[config.mk]
export PLATFORM = sky130hd
export DESIGN_NAME = power_mode_clock_scaler
export DESIGN_NICKNAME = d
export VERILOG_FILES = /design/src/core/pm_pkg.sv /design/src/core/clk_div.sv /design/src/core/power_mode_clock_scaler.sv
export SDC_FILE = /design/constraint.sdc
export NUM_CORES = 1
export LEC_CHECK = 0
export BUFFER_PORTS_ARGS = -buffer_cell sky130_fd_sc_hd__buf_2
export CELL_PAD_IN_SITES_DETAIL_PLACEMENT = 0
export CELL_PAD_IN_SITES_GLOBAL_PLACEMENT = 1
export CORE_MARGIN = 1.5
export CORE_UTILIZATION = 40
export CTS_BUF_LIST = sky130_fd_sc_hd__clkbuf_16
export CTS_CLUSTER_DIAMETER = 40
export DETAILED_ROUTE_END_ITERATION = 10
export GPL_ROUTABILITY_DRIVEN = 0
export GPL_TIMING_DRIVEN = 0
export PLACE_DENSITY = 0.76
export SYNTH_ARGS = -nofsm -noshare
export SYNTH_HDL_FRONTEND = slang
export SYNTH_HIERARCHICAL = 1
export SYNTH_SLANG_ARGS = --single-unit
[constraint.sdc]
create_clock -name i_clock -period 2.1 [get_ports i_clock]
set_input_delay 0.21 -clock i_clock [delete_from_list [all_inputs] [get_ports i_clock]]
set_output_delay 0.21 -clock i_clock [all_outputs]
set_load 0.005 [all_outputs]
[src/core/pm_pkg.sv]
// Constants and types shared by the power mode clock scaler.
// Assumes one free-running base clock from which both derived clocks are cut.
// Notes on behaviour
// - Three modes exist: normal, reduced power and power off.
// - Normal pipeline clock is a pin-selected integer multiple of the reference.
// - Normal interface clock is half the pipeline clock or equals the reference.
// - Reduced power pipeline clock runs at a quarter of its normal rate.
// - Reduced power interface clock also runs at a quarter of normal rate.
// - Outside power off, writing the reduced power bit one cuts both clocks by four; zero restores.
// - Interface idled by an uncached read; write buffer empty when it completes.
// - All restart state is readable and writable by software.
// - Link reservation flag is cleared by invalidation at power-up.
// - Maintenance operations can invalidate every cache and TLB location.
package pm_pkg;

    localparam int unsigned HW = 8;
    typedef logic [HW-1:0] half_t;

    typedef enum logic [1:0] {
        MODE_NORMAL,
        MODE_REDUCED,
        MODE_OFF
    } mode_t;

    // Reference half period in base clock cycles
    localparam half_t HALF_REF = 8'h0c;

    // Pipeline half period for each ratio select code (x1, x2, x3, x4)
    localparam half_t PIPE_HALF_TAB [4] = '{8'h0c, 8'h06, 8'h04, 8'h03};

    // Factor of four applied as a left shift of the half period
    localparam int unsigned RP_SHIFT = 2;

    localparam logic  RP_RST     = 1'b0;
    localparam logic  LL_RST     = 1'b0;
    localparam mode_t MODE_RST   = MODE_NORMAL;
    localparam logic  IFREF_RST  = 1'b0;
    localparam logic [1:0] SEL_RST = 2'h0;

    // Entries swept by one invalidate-all operation
    localparam int unsigned INV_ENTRIES = 64;
    localparam int unsigned INV_W       = $clog2(INV_ENTRIES);

endpackage

[src/core/clk_div.sv]
// Glitch-free clock divider with run/stop control.
// Assumes i_half is at least one and may change at any time.
`timescale 1ns/1ps
module clk_div #(
    parameter int unsigned W = 8
) (
    input  wire logic         i_clock, // Base clock
    input  wire logic         i_rst,   // Async reset, active high
    input  wire logic [W-1:0] i_half,  // Requested half period
    input  wire logic         i_run,   // Low parks clock low
    output logic              o_clk    // Divided clock
);

    logic [W-1:0] cnt_ff;
    logic [W-1:0] half_ff;
    logic [W-1:0] len_ff;
    logic         clk_ff;
    logic         wrap;

    assign wrap  = (cnt_ff >= half_ff);
    assign o_clk = clk_ff;

    // Period latched at rise
    // New half period only taken at a rising edge, so both phases stay whole.
    always_ff @(posedge i_clock or posedge i_rst) begin
        if (i_rst) begin
            cnt_ff  <= W'(1);
            half_ff <= W'(1);
            clk_ff  <= 1'b0;
        end else if (wrap) begin
            if (clk_ff) begin
                clk_ff <= 1'b0;
                cnt_ff <= W'(1);
            end else if (i_run) begin
                clk_ff  <= 1'b1;
                cnt_ff  <= W'(1);
                half_ff <= (i_half == '0) ? W'(1) : i_half;
            end
        end else begin
            cnt_ff <= cnt_ff + W'(1);
        end
    end

    // Phase length, read only by the checks
    always_ff @(posedge i_clock or posedge i_rst) begin
        if (i_rst) begin
            len_ff <= W'(1);
        end else if (wrap && (clk_ff || i_run)) begin
            len_ff <= W'(1);
        end else if (len_ff != '1) begin
            len_ff <= len_ff + W'(1);
        end
    end
endmodule

[src/core/power_mode_clock_scaler.sv]
// Power mode control and derived pipeline/interface clock generation.
// Assumes pins arrive asynchronously and control strobes come from logic on i_clock.
`timescale 1ns/1ps
module power_mode_clock_scaler #(
    parameter int unsigned ENTRIES = pm_pkg::INV_ENTRIES
) (
    input  wire logic                    i_clock,                // Base clock
    input  wire logic                    i_rst,                  // Async reset, active high
    input  wire logic [1:0]              i_clock_ratio_select,   // Ratio pins, async
    input  wire logic                    i_iface_at_ref,         // Interface clock = reference
    input  wire logic                    i_rp_wr,                // Reduced power bit write
    input  wire logic                    i_rp_wdata,             // Value written
    output logic                         o_reduced_power_select, // Bit readback
    input  wire logic                    i_power_down_req,       // Enter power off
    input  wire logic                    i_power_up_req,         // Leave power off
    output pm_pkg::mode_t                o_mode,                 // Current mode
    input  wire logic                    i_uncached_read_req,    // Uncached read issued
    input  wire logic                    i_wbuf_empty,           // Write buffer drained
    output logic                         o_uncached_read_done,   // Read completion pulse
    input  wire logic                    i_ll_set,               // Load-link sets flag
    input  wire logic                    i_ll_wr,                // Software flag write
    input  wire logic                    i_ll_wdata,             // Flag write value
    output logic                         o_link_reservation_flag, // Flag readback
    input  wire logic                    i_inv_all_start,        // Start invalidate-all
    output logic                         o_inv_busy,             // Sweep running
    output logic                         o_inv_valid,            // Index valid this cycle
    output logic [$clog2(ENTRIES)-1:0]   o_inv_index,            // Entry to invalidate
    output logic                         o_pipeline_clock,       // Derived pipeline clock
    output logic                         o_interface_clock       // Derived interface clock
);
    import pm_pkg::*;

    localparam int unsigned IW = $clog2(ENTRIES);
    localparam logic [IW-1:0] INV_LAST = IW'(ENTRIES - 1);

    // Pin synchronisers
    logic [1:0]  sel_s1_ff;
    logic [1:0]  sel_s2_ff;
    logic [1:0]  sel_s3_ff;
    logic [1:0]  sel_ff;
    logic        ifr_s1_ff;
    logic        ifr_s2_ff;
    logic        ifr_s3_ff;
    logic        ifr_ff;

    // Mode state
    mode_t       mode_ff;
    logic        rp_ff;

    // Clock period selection
    half_t       pipe_norm;
    half_t       iface_norm;
    half_t       pipe_half;
    half_t       iface_half;
    logic        run;

    // Interface idle handshake
    logic        read_pend_ff;
    logic        read_done_ff;

    // Reservation flag and sweep
    logic        ll_ff;
    logic        inv_busy_ff;
    logic [IW-1:0] inv_idx_ff;

    // Three stages; a change counts once the last two agree
    always_ff @(posedge i_clock or posedge i_rst) begin
        if (i_rst) begin
            sel_s1_ff <= SEL_RST;
            sel_s2_ff <= SEL_RST;
            sel_s3_ff <= SEL_RST;
            ifr_s1_ff <= IFREF_RST;
            ifr_s2_ff <= IFREF_RST;
            ifr_s3_ff <= IFREF_RST;
        end else begin
            sel_s1_ff <= i_clock_ratio_select;
            sel_s2_ff <= sel_s1_ff;
            sel_s3_ff <= sel_s2_ff;
            ifr_s1_ff <= i_iface_at_ref;
            ifr_s2_ff <= ifr_s1_ff;
            ifr_s3_ff <= ifr_s2_ff;
        end
    end

    always_ff @(posedge i_clock or posedge i_rst) begin
        if (i_rst) begin
            sel_ff <= SEL_RST;
            ifr_ff <= IFREF_RST;
        end else begin
            if (sel_s2_ff == sel_s3_ff) begin
                sel_ff <= sel_s3_ff;
            end
            if (ifr_s2_ff == ifr_s3_ff) begin
                ifr_ff <= ifr_s3_ff;
            end
        end
    end

    // External mode requests
    // Power down outranks power up, which outranks a reduced power write.
    always_ff @(posedge i_clock or posedge i_rst) begin
        if (i_rst) begin
            mode_ff <= MODE_RST;
        end else if (i_power_down_req) begin
            mode_ff <= MODE_OFF;
        end else if (mode_ff == MODE_OFF) begin
            if (i_power_up_req) begin
                mode_ff <= MODE_NORMAL;
            end
        end else if (i_rp_wr) begin
            mode_ff <= i_rp_wdata ? MODE_REDUCED : MODE_NORMAL;
        end
    end

    // Bit readable and writable
    // Writes are taken in any mode, but one made earlier in power off is cleared at power up.
    always_ff @(posedge i_clock or posedge i_rst) begin
        if (i_rst) begin
            rp_ff <= RP_RST;
        end else if (i_rp_wr) begin
            rp_ff <= i_rp_wdata;
        end else if (mode_ff == MODE_OFF && i_power_up_req && !i_power_down_req) begin
            rp_ff <= RP_RST;
        end
    end

    assign o_reduced_power_select = rp_ff;
    assign o_mode                 = mode_ff;

    assign pipe_norm = PIPE_HALF_TAB[sel_ff];

    assign iface_norm = ifr_ff ? HALF_REF : {pipe_norm[HW-2:0], 1'b0};

    always_comb begin
        pipe_half  = pipe_norm;
        iface_half = iface_norm;
        if (mode_ff == MODE_REDUCED) begin
            pipe_half  = {pipe_norm[HW-1-RP_SHIFT:0], {RP_SHIFT{1'b0}}};
            iface_half = {iface_norm[HW-1-RP_SHIFT:0], {RP_SHIFT{1'b0}}};
        end
    end

    assign run = (mode_ff != MODE_OFF);

    clk_div #(
        .W (HW)
    ) u_pipe_div (
        .i_clock (i_clock),
        .i_rst   (i_rst),
        .i_half  (pipe_half),
        .i_run   (run),
        .o_clk   (o_pipeline_clock)
    );

    clk_div #(
        .W (HW)
    ) u_iface_div (
        .i_clock (i_clock),
        .i_rst   (i_rst),
        .i_half  (iface_half),
        .i_run   (run),
        .o_clk   (o_interface_clock)
    );

    // Read held until drained
    // Completion is withheld while stores remain, so the system sees an idle bus.
    always_ff @(posedge i_clock or posedge i_rst) begin
        if (i_rst) begin
            read_pend_ff <= 1'b0;
            read_done_ff <= 1'b0;
        end else begin
            read_done_ff <= read_pend_ff && i_wbuf_empty;
            if (i_uncached_read_req) begin
                read_pend_ff <= 1'b1;
            end else if (read_pend_ff && i_wbuf_empty) begin
                read_pend_ff <= 1'b0;
            end
        end
    end

    assign o_uncached_read_done = read_done_ff;

    // Invalidation clears flag
    // A load-link in the same cycle wins over the clear.
    always_ff @(posedge i_clock or posedge i_rst) begin
        if (i_rst) begin
            ll_ff <= LL_RST;
        end else if (i_ll_set) begin
            ll_ff <= 1'b1;
        end else if (i_inv_all_start) begin
            ll_ff <= 1'b0;
        end else if (i_ll_wr) begin
            ll_ff <= i_ll_wdata;
        end
    end

    assign o_link_reservation_flag = ll_ff;

    // Sweep every entry
    // A start during a sweep is ignored; the running sweep already covers all.
    always_ff @(posedge i_clock or posedge i_rst) begin
        if (i_rst) begin
            inv_busy_ff <= 1'b0;
            inv_idx_ff  <= '0;
        end else if (!inv_busy_ff) begin
            if (i_inv_all_start) begin
                inv_busy_ff <= 1'b1;
                inv_idx_ff  <= '0;
            end
        end else if (inv_idx_ff == INV_LAST) begin
            inv_busy_ff <= 1'b0;
        end else begin
            inv_idx_ff <= inv_idx_ff + IW'(1);
        end
    end

    assign o_inv_busy  = inv_busy_ff;
    assign o_inv_valid = inv_busy_ff;
    assign o_inv_index = inv_idx_ff;
endmodule

Word-level counts from Yosys, hierarchy flattened --
Cells that the tools add are included.
Word-level totals: logic and storage cells 89, bits of input ports 15, bits in registers 59, output and inout port bits 15
Operators by class: add/subtract/negate cells 3, eq/ne operators 10, bitwise logic cells 3, order comparisons 3, reductions and logical operators 15, muxes and demuxes 34
Operators with widths (count):
- $mux W8 | 12
- $mux W6 | 3
- $add A8 B1 Y8 const B | 2
- $bmux W8 S2 | 1
- $ge A8 B8 Y1 | 2
- $logic_not A8 Y1 | 2
- $mux W1 | 14
- $mux W2 | 4
- $add A6 B1 Y6 const B | 1
- $eq A6 B6 Y1 const B | 1
- $ne A3 B2 Y1 const B | 2
- $reduce_and A3 Y1 | 2
- $reduce_bool A2 Y1 | 3
- $reduce_bool A3 Y1 | 2
- $ne A2 B2 Y1 const B | 2
- $reduce_and A2 Y1 | 2
- $ge A3 B3 Y1 const B | 1
- $logic_and A1 B1 Y1 | 3
- $ne A3 B3 Y1 const B | 1
- $not A2 Y3 | 1
- $eq A2 B1 Y1 const B | 1
- $eq A2 B2 Y1 | 1
- $eq A2 B2 Y1 const B | 1
- $not A1 Y1 | 2
- other kinds (2) | 2

Logic depth before layout (Yosys ltp) --
Gate-level depths: netlist of run 1.
depth in word-level cells 8, depth in mapped cells 8, gate-level depth less buffers 7

Hierarchy --
Netlist of run 1, hierarchy kept.
By module, submodules not included:
- clk_div | area an instance 1053.5 um^2, instances 2, cells an instance 96, seq. area each 427.9 um^2
- power_mode_clock_scaler | area an instance 1116.1 um^2, instances 1, cells an instance 107, seq. area each 625.6 um^2

Worst setup path before layout of run 1 --
OpenSTA, ideal clock, no wires.
path kind register to register, start point register u_iface_div.cnt_ff[0], end point register u_iface_div.half_ff[1], stages on the path, launching flop included 9, required time 1975 ps, library setup time 125 ps, data arrival time 2054 ps, slack -79 ps, period minus slack after synthesis 2179 ps, path through dfstp_2 -> inv_1 -> ha_1 -> nand2b_4 -> a2111oi_4 -> o31a_4 -> nor3b_2 -> buf_6 -> mux2_4
On the way: cells in the longest elaborated chain, start to end 2
RTL lines:
- start: declaration | RTL line clk_div.sv:14 | logic [W-1:0] cnt_ff;
- start signal: assignment | RTL line clk_div.sv:40 | cnt_ff <= cnt_ff + W'(1);
- $ge A8 B8 Y1 | RTL line clk_div.sv:20 | assign wrap = (cnt_ff >= half_ff);
- $reduce_and A3 Y1 (no source line)
- end signal: assignment | RTL line clk_div.sv:37 | half_ff <= (i_half == '0) ? W'(1) : i_half;
- end: declaration | RTL line clk_div.sv:15 | logic [W-1:0] half_ff;
Every way passes these cells. A chain may end at the register's enable or synchronous reset.

Final worst setup path of run 1 --
start point register u_iface_div.cnt_ff[0], end point register u_iface_div.half_ff[4]
The elaborated chain is that of the path after synthesis.

==> results.md, run 1 <==
* Vias at ~2.3k
* Synthesis Warnings at 6
* Avg Cell Area, Syn at ~11 um2
* Setup Skew at approximately 5.2 ps
* Met3 Use GR at under 10%
* R2r setup slk at -30 ps
* CP max-delay cell: dfstp_2
* M2 GR Usage at 22.6%
* M1 GR Usage at about 21%
* Status: complete, but fails checks
* VDD IR max at roughly 580 uV
* Post-DP HPWL at about 4200 um
* CTS tree: yes
* Port Buffers at 29
* Post-synthesis sequential area ratio at 46.0%
* Post-synth EDFFs at 0
* Drt pass-1 iters at 4
* RSZ-0062 raised after global routing: true
* Synth top cells by count: 55 x dfrtp_1, 25 x nand2_1, 24 x inv_1, 19 x a21oi_1, 19 x ha_1
* Synth Flop Type: dfrtp_1
* CTS max path bufs at 2
* Fillers at 717
* Ys async rst share at 100%
* Final Power at slightly below 6000 uW
* Total track usage at 15.2%
* Drt drc at 0
* CTS root buf: clkbuf_16
* Max_cap viols at 0
* Register-to-Register Path Depth at 8
* F_max at around 0.47 GHz
* H-tree levels at 3
* Worst relative slew slack at just under 40%
* CP max FO at 8
* Reg2Reg Capture Point: u_iface_div/half_ff[4]
* Initial Utilization at 41.5%
* Clock sinks at 59
* Tmin final at 2130 ps
* Failing checks: setup timing
* Share of post-route cells with drive strength above 1 at 29.2%
* FF+latch count, synth at 59
* Crit. End Element: register
* Max Slew Vio Count at 0
* Leakage power at 0.00197 uW
* Worst slew pin tran at 919 ps
* Vias per inst at 4.97
* Vias in the first global route at ~2.2k
* Clock-pin slew on the worst setup and hold paths at about 50 ps
* Yosys cell types at between 40 and 50
* Post-DRT Antenna Nets at 0
* Place WS at -170 ps
* Routed wire per std cell at between 10 and 15 um
* Core Footprint at a little under 8000 um2
* Die width at just over 90 um
* Finished Cell Area at 3990 um2
* Antenna diode count at 0
* Dominant cell type by area after synthesis: dfrtp_1
* Critical Path, Cell by Cell: inv_2 -> ha_4 -> nand2b_4 -> a2111oi_4 -> o31a_4 -> nor3b_4 -> buf_12 -> mux2_4
* Die area at between 8000 and 9000 um2
* First-pass GRT wire length at ~10000 um
* Final #Nets at a little under 400
* Count leader, synth: dfrtp_1
* Top cells by area, synth: dfrtp_1 43%, ha_1 7.4%, mux2_4 6.5%
* Crit-path max cell delay at between 500 and 600 ps
* R2R Path Start: u_iface_div/cnt_ff[0]
* Num rows at 32
* WS Path Type: reg2reg
* Final worst setup slack at -33.1 ps
* Largest net degree at the start of global routing at 26
* CTS Buf Count at 9
* Worst Hold Class: in2async
* # setup viols final at 14
* Post-Syn Area at between 3000 and 4000 um2
* Share of the synthesized area in the top cell type at a little over two fifths
* Power Density at around 1500 nW/um2
* Worst EP required at around 2300 ps
* Worst skew pair latency at about 320 ps
* Routed WL at about 6000 um
* Cell Area, Placed at between 3000 and 4000 um2
* Hold Fails Final Rpt at 0
* DIE HEIGHT at a little over 90 um
* 1st-iter DRT viols at 57
* Multi-input combinational cell area at about 1700 um2
* Final period util at 102%
* Worst EP arrival at roughly 2300 ps
* Startpoint Class: register
* # IOs at 30
* Initial antenna violation count at 0
* Synthesis-to-layout area growth at 23.9%
* Grt total ovfl at 0
* Register Area at roughly 1500 um2
* Grt peak-use layer: met2
* Min Hold Slack at approximately 17 ps
* Post-Syn Instances at 299
==> through the flow <==
step                      std cells  TNS [ps]  util [%]
after global placement          436     -2120      45.6
after floorplan                 305      -914         -
after detailed placement        436     -2410      45.6
after global routing            468     -1380      51.4
final                           468      -386      51.4
after CTS                       465      -238      50.6
==> layer usage <==
metal | vias up | share of wire (%)
met4 | 0 | 1.5
met2 | 36 | 43
met5 | - | 0
li1 | 1191 | -
met3 | 6 | 3.6
met1 | 1095 | 52
==> sequential cells by signal (all words and copies together), names as in the netlist, 2 cells and up <==
name	cells
o_inv_index	6
sel_s2_ff	2
sel_ff	2
o_mode	2
sel_s1_ff	2
u_pipe_div/cnt_ff	8
sel_s3_ff	2
u_pipe_div/half_ff	8
u_iface_div/cnt_ff	8
u_iface_div/half_ff	8
==> power by group <==
part / switching, uW / total [uW] / internal, uW / leakage [uW]
registers: 355 / 1870 / 1510 / 0.000710
logic: 1220 / 2600 / 1380 / 0.00111
clock network: 479 / 1380 / 901 / 0.000144
total: 2060 / 5850 / 3800 / 0.00197
==> cell type report <==
class	count	share of cell area, %
clock buffer	9	5.64
timing repair buffer	47	7.93
tap	102	3.20
clock inverter	7	1.50
buffer	3	0.407
sequential	59	37.2
inverter	24	2.26
multi-input combinational	217	41.9
==> kinds of logic (layout without fill, tap and decap cells) <==
group / count (synthesis) / count (layout) / share of synthesized area [%]
and+or+nand+nor: 102 / 102 / 17.6
AOI/OAI and AO/OA: 66 / 66 / 15.7
DFF: 59 / 59 / 46.0
buffers and inverters: 29 / 90 / 4.00
adders and majority gates: 20 / 20 / 7.69
muxes: 20 / 20 / 8.39
xor gates and xnor gates: 2 / 2 / 0.544
other: 1 / 7 / 0.116
==> how the worst max path moves through the flow <==
stage                              to  cells after the start                  start  slack (ps)
4_1_cts         u_pipe_div/half_ff[7]                      8   u_pipe_div/cnt_ff[0]         -30
3_5_place_dp    u_pipe_div/half_ff[4]                      8   u_pipe_div/cnt_ff[0]        -170
2_1_floorplan  u_iface_div/half_ff[1]                      8  u_iface_div/cnt_ff[0]         -70
6_report       u_iface_div/half_ff[4]                      8  u_iface_div/cnt_ff[0]         -30
5_1_grt         u_pipe_div/half_ff[4]                      8   u_pipe_div/cnt_ff[0]        -100
3_3_place_gp   u_iface_div/half_ff[4]                      8  u_iface_div/cnt_ff[0]        -160
==> layout by cell type (no fill, tap or decap), types with 3 or more instances in the layout <==
| master | n |
|---|---|
| nor3_1 | 12 |
| nor2_1 | 13 |
| nand2_1 | 25 |
| dlygate4sd3_1 | 3 |
| dfrtp_2 | 3 |
| buf_4 | 13 |
| or3_1 | 4 |
| or2_2 | 6 |
| o21a_1 | 5 |
| clkbuf_16 | 9 |
| a21oi_1 | 19 |
| a21o_1 | 13 |
| clkinv_2 | 3 |
| ha_1 | 17 |
| nor2b_1 | 3 |
| a211o_1 | 4 |
| o211ai_1 | 3 |
| nand3_1 | 9 |
| inv_1 | 23 |
| o21ai_0 | 8 |
| and3_1 | 5 |
| conb_1 | 7 |
| dfrtp_1 | 52 |
| dfstp_2 | 4 |
| mux2i_1 | 6 |
| nor4_1 | 3 |
| mux2_4 | 14 |
| nand2b_1 | 7 |
| buf_2 | 30 |
==> worst max-delay path, delay by kind of cell (launching register included) <==
family / cells / cell delay [ps]
buffers and inverters: 2 / 210
muxes: 1 / 300
adders and majority gates: 1 / 250
and+or+nand+nor: 2 / 330
AOI/OAI and AO/OA: 2 / 390
DFF: 1 / 530
==> timing repair <==
action	CTS	global route
pin swaps	4	4
endpoints found under the hold margin	3	0
hold buffers	3	0
gates resized for setup	0	6
setup endpoints to repair	30	24
buffers inserted	10	5
cloned	0	0
(Power assumes the default switching activity.)
==> run 2: changes to the inputs <==
--- a/config.mk
+++ b/config.mk
@@ -15,7 +15,7 @@
 export DETAILED_ROUTE_END_ITERATION = 10
 export GPL_ROUTABILITY_DRIVEN = 0
 export GPL_TIMING_DRIVEN = 0
-export PLACE_DENSITY = 0.76
+export PLACE_DENSITY_LB_ADDON = 0.1
 export SYNTH_ARGS = -nofsm -noshare
 export SYNTH_HDL_FRONTEND = slang
 export SYNTH_HIERARCHICAL = 1
==> results.md, run 2 (synthesis gave the netlist of run 1 again) <==
* Commonest non-fill, non-tap cell in the layout: dfrtp_1
* R2R Path Start: u_iface_div/cnt_ff[0]
* Vias in the first global route at 2281 (+2.0%)
* CTS Buf Count at 9 (unchanged)
* Routed wire per std cell at 13.3 um (+4.0%)
* Startpoint Class: register
* Comb pwr share at 46.6% (+2.1 points)
* Total track usage at 16.2% (+1.0 points)
* Sw Pwr at 2180 uW (+6.0%)
* Antenna diode count at 0 (unchanged)
* Cell Area, Placed at 3540 um2 (unchanged)
* Register-to-Register Path Depth at 8 (unchanged)
* Worst Hold Class: in2async
* Finished Cell Area at 4040 um2 (+1.1%)
* F_max at 0.451 GHz (-3.7%)
* Worst skew pair latency at 320 ps (about the same)
* Seq pwr share at 31.3% (-0.6 points)
* Leakage power at 0.00199 uW (+1.1%)
* Most frequent cells in the layout: 55 x dfrtp_1, 30 x buf_2, 25 x nand2_1
* Routed WL at 6270 um (+5.1%)
* Final #Nets at 400 (+1.3%)
* Grt total ovfl at 0 (unchanged)
* R2r setup slk at -120 ps (-80 ps)
* First-pass GRT wire length at 10900 um (+7.1%)
* Min Hold Slack at 18.8 ps (+1.38 ps)
* Final core utilization at 52.0% (+0.55 points)
* Hold Fails Final Rpt at 0 (unchanged)
* Die width at 92.8 um (unchanged)
* Grt peak-use layer: met2
* Clock share of power at 22.1% (-1.5 points)
* Synthesis-to-layout area growth at 25.2%
* Initial Utilization at 41.5% (unchanged)
* H-tree levels at 3 (unchanged)
* Final period util at 106% (+3.9 points)
* Clock-pin slew on the worst setup and hold paths at 60 ps (about the same)
* Vias at 2400 (+3.1%)
* DIE HEIGHT at 92.8 um (unchanged)
* Max Slew Vio Count at 0 (unchanged)
* Die area at 8610 um2 (unchanged)
* # IOs at 30 (unchanged)
* Reg2Reg Capture Point: u_iface_div/half_ff[4]
* Worst relative slew slack at 36.9% (-1.7 points)
* Place WS at -171 ps (-0.821 ps)
* Power Density at 1480 nW/um2 (+1.0%)
* Final worst setup slack at -116 ps (-82.8 ps)
* Crit. End Element: register
* VDD IR max at 511 uV (-11%)
* Worst slew pin tran at 945 ps (+26.0 ps)
* Status: complete, but fails checks
* Max_cap viols at 0 (unchanged)
* CTS tree: yes
* Worst EP arrival at 2420 ps (+90 ps)
* WS Path Type: reg2reg
* Failing checks: setup timing
* CTS max path bufs at 2 (unchanged)
* Worst EP required at 2300 ps (about the same)
* Post-DP HPWL at 4210 um (+1.1%)
* Port Buffers at 29 (unchanged)
* CP max FO at 5 (-3)
* CTS root buf: clkbuf_16
* Drt pass-1 iters at 4 (unchanged)
* Largest net degree at the start of global routing at 26 (unchanged)
* Share of post-route cells with drive strength above 1 at 29.6% (+0.41 points)
* Final non-filler cell total at 473 (+1.1%)
* Drt drc at 0 (unchanged)
* Tmin final at 2220 ps (+82.8 ps)
* Post-DRT Antenna Nets at 0 (unchanged)
* Fraction of power spent switching nets at 36.5% (+1.3 points)
* Num rows at 32 (unchanged)
* M1 GR Usage at 22.4% (+1.6 points)
* Internal power at 3790 uW (about the same)
* Met3 Use GR at 4.19% (+0.16 points)
* Clock sinks at 59 (unchanged)
* # setup viols final at 20 (+6)
* 1st-iter DRT viols at 80 (+40%)
* Placed Cells at 436 (unchanged)
* M2 GR Usage at 24.8% (+2.2 points)
* Vias per inst at 5.07 (+2.0%)
* Core Footprint at 7770 um2 (unchanged)
* RSZ-0062 raised after global routing: true
* Setup Skew at 4.77 ps (-0.478 ps)
* Initial antenna violation count at 0 (unchanged)
## run 2: worst max path at each step
stage                                startpoint                endpoint  slack, ps  cells past startpoint
after floorplan           u_iface_div/cnt_ff[0]  u_iface_div/half_ff[1]        -70                      8
after global placement     u_pipe_div/cnt_ff[0]   u_pipe_div/half_ff[4]       -160                      8
after detailed placement   u_pipe_div/cnt_ff[0]   u_pipe_div/half_ff[7]       -170                      8
after CTS                  u_pipe_div/cnt_ff[0]   u_pipe_div/half_ff[7]        -80                      8
after global routing      u_iface_div/cnt_ff[0]  u_iface_div/half_ff[3]       -190                      8
final                     u_iface_div/cnt_ff[0]  u_iface_div/half_ff[4]       -120                      8
## run 2: what timing repair did
item,in CTS,in global routing
pin swaps,10,4
cloned,2,0
endpoints found under the setup margin,30,31
hold buffers,3,0
buffers inserted,15,1
endpoints found under the hold margin,3,0
resized for setup,8,5
## run 2: final cells by class
class | instances | area, um2
Tap cell | 102 | 128
Fill cell | 715 | 3730
Timing Repair Buffer | 50 | 333
Sequential cell | 59 | 1480
Clock inverter | 7 | 46.3
Buffer | 5 | 38.8
Multi-Input combinational cell | 217 | 1690
Clock buffer | 9 | 225
Inverter | 24 | 90.1
## run 2: layer usage
metal / up-vias / share of wire, %
met4: 0 / 1.0
li1: 1201 / -
met3: 6 / 3.3
met1: 1151 / 51
met5: - / 0
met2: 42 / 44
## run 2: power by group through the flow
stage,Combinational (uW),Sequential [uW],Clock (uW)
after global routing,3070,1930,1410
after CTS,2690,1870,1350
after floorplan,1860,1810,0
final,2780,1870,1320
after detailed placement,2290,1890,0
after global placement,2240,1890,0
## run 2: worst max-delay path, cell delays in order (launching register included)
cell and delay [ps]:
dfstp_2 550, inv_2 60, ha_4 250, nand2b_4 120, a2111oi_4 70, o31a_4 320, nor3b_4 270, buf_6 170
mux2_4 290
## run 2: through the flow
step / power, uW / setup TNS (ps)
after CTS: 5900 / -1140
after detailed placement: 4180 / -2440
final: 5970 / -1350
after global routing: 6420 / -3080
after global placement: 4130 / -2360
after floorplan: 3670 / -914
==> run 3: changes to the inputs <==
--- a/config.mk
+++ b/config.mk
@@ -5,6 +5,7 @@
 export SDC_FILE = /design/constraint.sdc
 export NUM_CORES = 1
 export LEC_CHECK = 0
+export ABC_AREA = 1
 export BUFFER_PORTS_ARGS = -buffer_cell sky130_fd_sc_hd__buf_2
 export CELL_PAD_IN_SITES_DETAIL_PLACEMENT = 0
 export CELL_PAD_IN_SITES_GLOBAL_PLACEMENT = 1
@@ -14,7 +15,6 @@
 export CTS_CLUSTER_DIAMETER = 40
 export DETAILED_ROUTE_END_ITERATION = 10
 export GPL_ROUTABILITY_DRIVEN = 0
-export GPL_TIMING_DRIVEN = 0
 export PLACE_DENSITY_LB_ADDON = 0.1
 export SYNTH_ARGS = -nofsm -noshare
 export SYNTH_HDL_FRONTEND = slang
==> results.md, run 3 <==
* Status: finished, final reports clean
* Synthesis Warnings at 6 (unchanged)
* Met1 wire length at 3230 um (+0.22%)
* Synthesis-to-layout area growth at 19.1%
* Largest net degree at the start of global routing at 20 (-23%)
* Worst skew pair latency at 320 ps (about the same)
* Total negative setup slack at 0 ps (+1350 ps)
* # setup viols final at 0 (-100%)
* Post CTS Setup Buffer Count at 0 (-15)
* Post-synthesis sequential area ratio at 44.6% (-1.4 points)
* Vias at 2726 (+14%)
* Clock-pin slew on the worst setup and hold paths at 50 ps (about the same)
* Final #Nets at 494 (+24%)
* Post-DP HPWL at 4860 um (+16%)
* Crit. End Element: register
* Vias per inst at 4.78 (-5.7%)
* Synth Flop Type: dfrtp_1
* Share of the synthesized area in the top cell type at 41.4% (-1.3 points)
* Commonest non-fill, non-tap cell in the layout: nand2_1
* Final Power at 3370 uW (-44%)
* Tmin final at 1800 ps (-418 ps)
* Drt drc at 0 (unchanged)
* First-pass GRT wire length at 11600 um (+6.5%)
* Avg Cell Area, Syn at 8.10 um2 (-25%)
* CP max FO at 19 (+14)
* Grt total ovfl at 0 (unchanged)
* Share of post-route cells with drive strength above 1 at 14.6% (-15 points)
* Top sig layer: met4
* Routed WL at 6640 um (+5.9%)
* Port Buffers at 29 (unchanged)
* Worst EP arrival at 2010 ps (-410 ps)
* Total track usage at 17.0% (+0.79 points)
* Hold Fails Final Rpt at 0 (unchanged)
* FF+latch count, synth at 59 (unchanged)
* Post-Syn Area at 3320 um2 (+3.0%)
* Clock sinks at 59 (unchanged)
* Worst Hold Class: in2reg
* Die area at 8860 um2 (+2.9%)
* DIE HEIGHT at 94.1 um (+1.5%)
* Routed wire per std cell at 11.6 um (-12%)
* Final period util at 85.6% (-20 points)
* Power Density at 853 nW/um2 (-42%)
* Worst relative slew slack at 54.5% (+18 points)
* CTS root buf: clkbuf_16
* VDD IR max at 517 uV (+1.3%)
* H-tree levels at 3 (unchanged)
* Vias in the first global route at 2570 (+13%)
* Fillers at 802 (+12%)
* Dominant cell type by area after synthesis: dfrtp_1
* Detail Route met3 WL at 154 um (-26%)
* Synth top cells by count: 126 x nand2_1, 55 x dfrtp_1, 54 x nand3_1, 52 x inv_1, 24 x nor2_1
* Setup Skew at 4.64 ps (-0.125 ps)
* Post-synth EDFFs at 0 (unchanged)
* CTS tree: yes
* Top cells by area, synth: dfrtp_1 41%, nand2_1 14%, nand3_1 8.1%
* WS Path Type: reg2reg
* Max Slew Vio Count at 0 (unchanged)
* Num rows at 33 (+3.1%)
* CTS max path bufs at 2 (unchanged)
* Initial Utilization at 40.8% (-0.67 points)
* RSZ-0062 raised after global routing: false
* # IOs at 30 (unchanged)
* Number of gates resized after CTS at 0 (-8)
* Ys async rst share at 100% (unchanged)
* Antenna diode count at 0 (unchanged)
* F_max at 0.556 GHz (+23%)
* Drt pass-1 iters at 4 (unchanged)
* 1st-iter DRT viols at 107 (+34%)
* Met2 wire len at 3140 um (+13%)
* Post-Syn Instances at 410 (+37%)
* Most frequent cells in the layout: 126 x nand2_1, 55 x dfrtp_1, 54 x nand3_1
* Worst slew pin tran at 681 ps (-264 ps)
* CTS Buf Count at 9 (unchanged)
* Max_cap viols at 0 (unchanged)
* Worst EP required at 2310 ps (about the same)
* Die width at 94.1 um (+1.5%)
* Leakage power at 0.00206 uW (+3.8%)
* Count leader, synth: nand2_1
* Core Footprint at 8130 um2 (+4.7%)
* Post-DRT Antenna Nets at 0 (unchanged)
* Startpoint Class: register
* Yosys cell types at 28 (-43%)
* Initial antenna violation count at 0 (unchanged)
## run 3: changes by cell type after synthesis, sizes merged, moves of 9 or more
cell	change
mux2	-14
nor2	+18
nand2b	-9
inv	+28
a21o	-11
a21oi	-12
nor3	-9
nand2	+103
nand3	+47
## run 3: metrics by stage
step | utilization (%) | std cells | hold WS, ps | area (um2) | setup WS, ps
finish | 48.6 | 570 | 69.5 | 3960 | 302
global route | 48.6 | 570 | 72.2 | 3960 | 99.6
CTS | 48.6 | 570 | 63.5 | 3960 | 281
detailed placement | 44.4 | 550 | 319 | 3610 | 290
global placement | 44.4 | 550 | 319 | 3610 | 317
floorplan | - | 416 | 135 | 3340 | 496
## run 3: final timing paths
| check | cells after the start | slack [ps] | to | startpoint |
|---|---|---|---|---|
| setup / recovery | 12 | 300 | u_iface_div/half_ff[1] | u_iface_div/cnt_ff[0] |
| hold / removal | 2 | 70 | read_pend_ff | i_uncached_read_req |
| setup reg to reg | 12 | 300 | u_iface_div/half_ff[1] | u_iface_div/cnt_ff[0] |
| hold reg to reg | 0 | 350 | sel_s2_ff[1] | sel_s1_ff[1] |
| max in group asynchronous | 4 | 1030 | sel_s1_ff[1] | i_rst |
| min in group asynchronous | 3 | 520 | o_inv_index[0] | i_rst |
## run 3: cell type report
cell class | instances | area [um2] | share of cell area (%)
repair buffers | 36 | 208 | 5.25
multi-input cells | 302 | 1640 | 41.4
clock inverters | 7 | 77.6 | 1.96
well taps | 105 | 131 | 3.32
clock buffers | 9 | 225 | 5.69
flip-flops and latches | 59 | 1480 | 37.5
inverters | 52 | 195 | 4.94
## run 3: kinds of logic after synthesis
kind of cell	synth area share (%)
XOR/XNOR	3.43
flip-flops	44.6
AND/OR/NAND/NOR	32.6
other	0.113
buffers and inverters	6.78
adder cells (fa/ha/maj)	7.46
AO/OA/AOI/OAI	4.97
## run 3: worst max-delay path, cell delays in order (launching register included)
cell	delay (ps)
dfstp_2	580
inv_1	70
ha_1	190
inv_1	70
nand2_1	50
nand2_1	50
nand2_1	40
nand2_1	60
nand2_1	80
nand3_4	180
nand2_2	160
nand2_1	100
nand2_1	50
## run 3: layer usage
metal,GRT usage [%],vias to the layer above
met1,21.7,1267
met5,0,-
met3,3.88,8
met4,7.34,0
met2,27.5,27
li1,-,1424
## run 3: what timing repair did
action                                  CTS  global route
endpoints found under the setup margin    0             0
hold buffers                              4             0
endpoints found under the hold margin    17             0
## run 3: power by group
part | leakage (uW) | internal (uW) | switching (uW)
clock network | 0.000146 | 925 | 551
logic | 0.00120 | 213 | 309
registers | 0.000719 | 1240 | 139
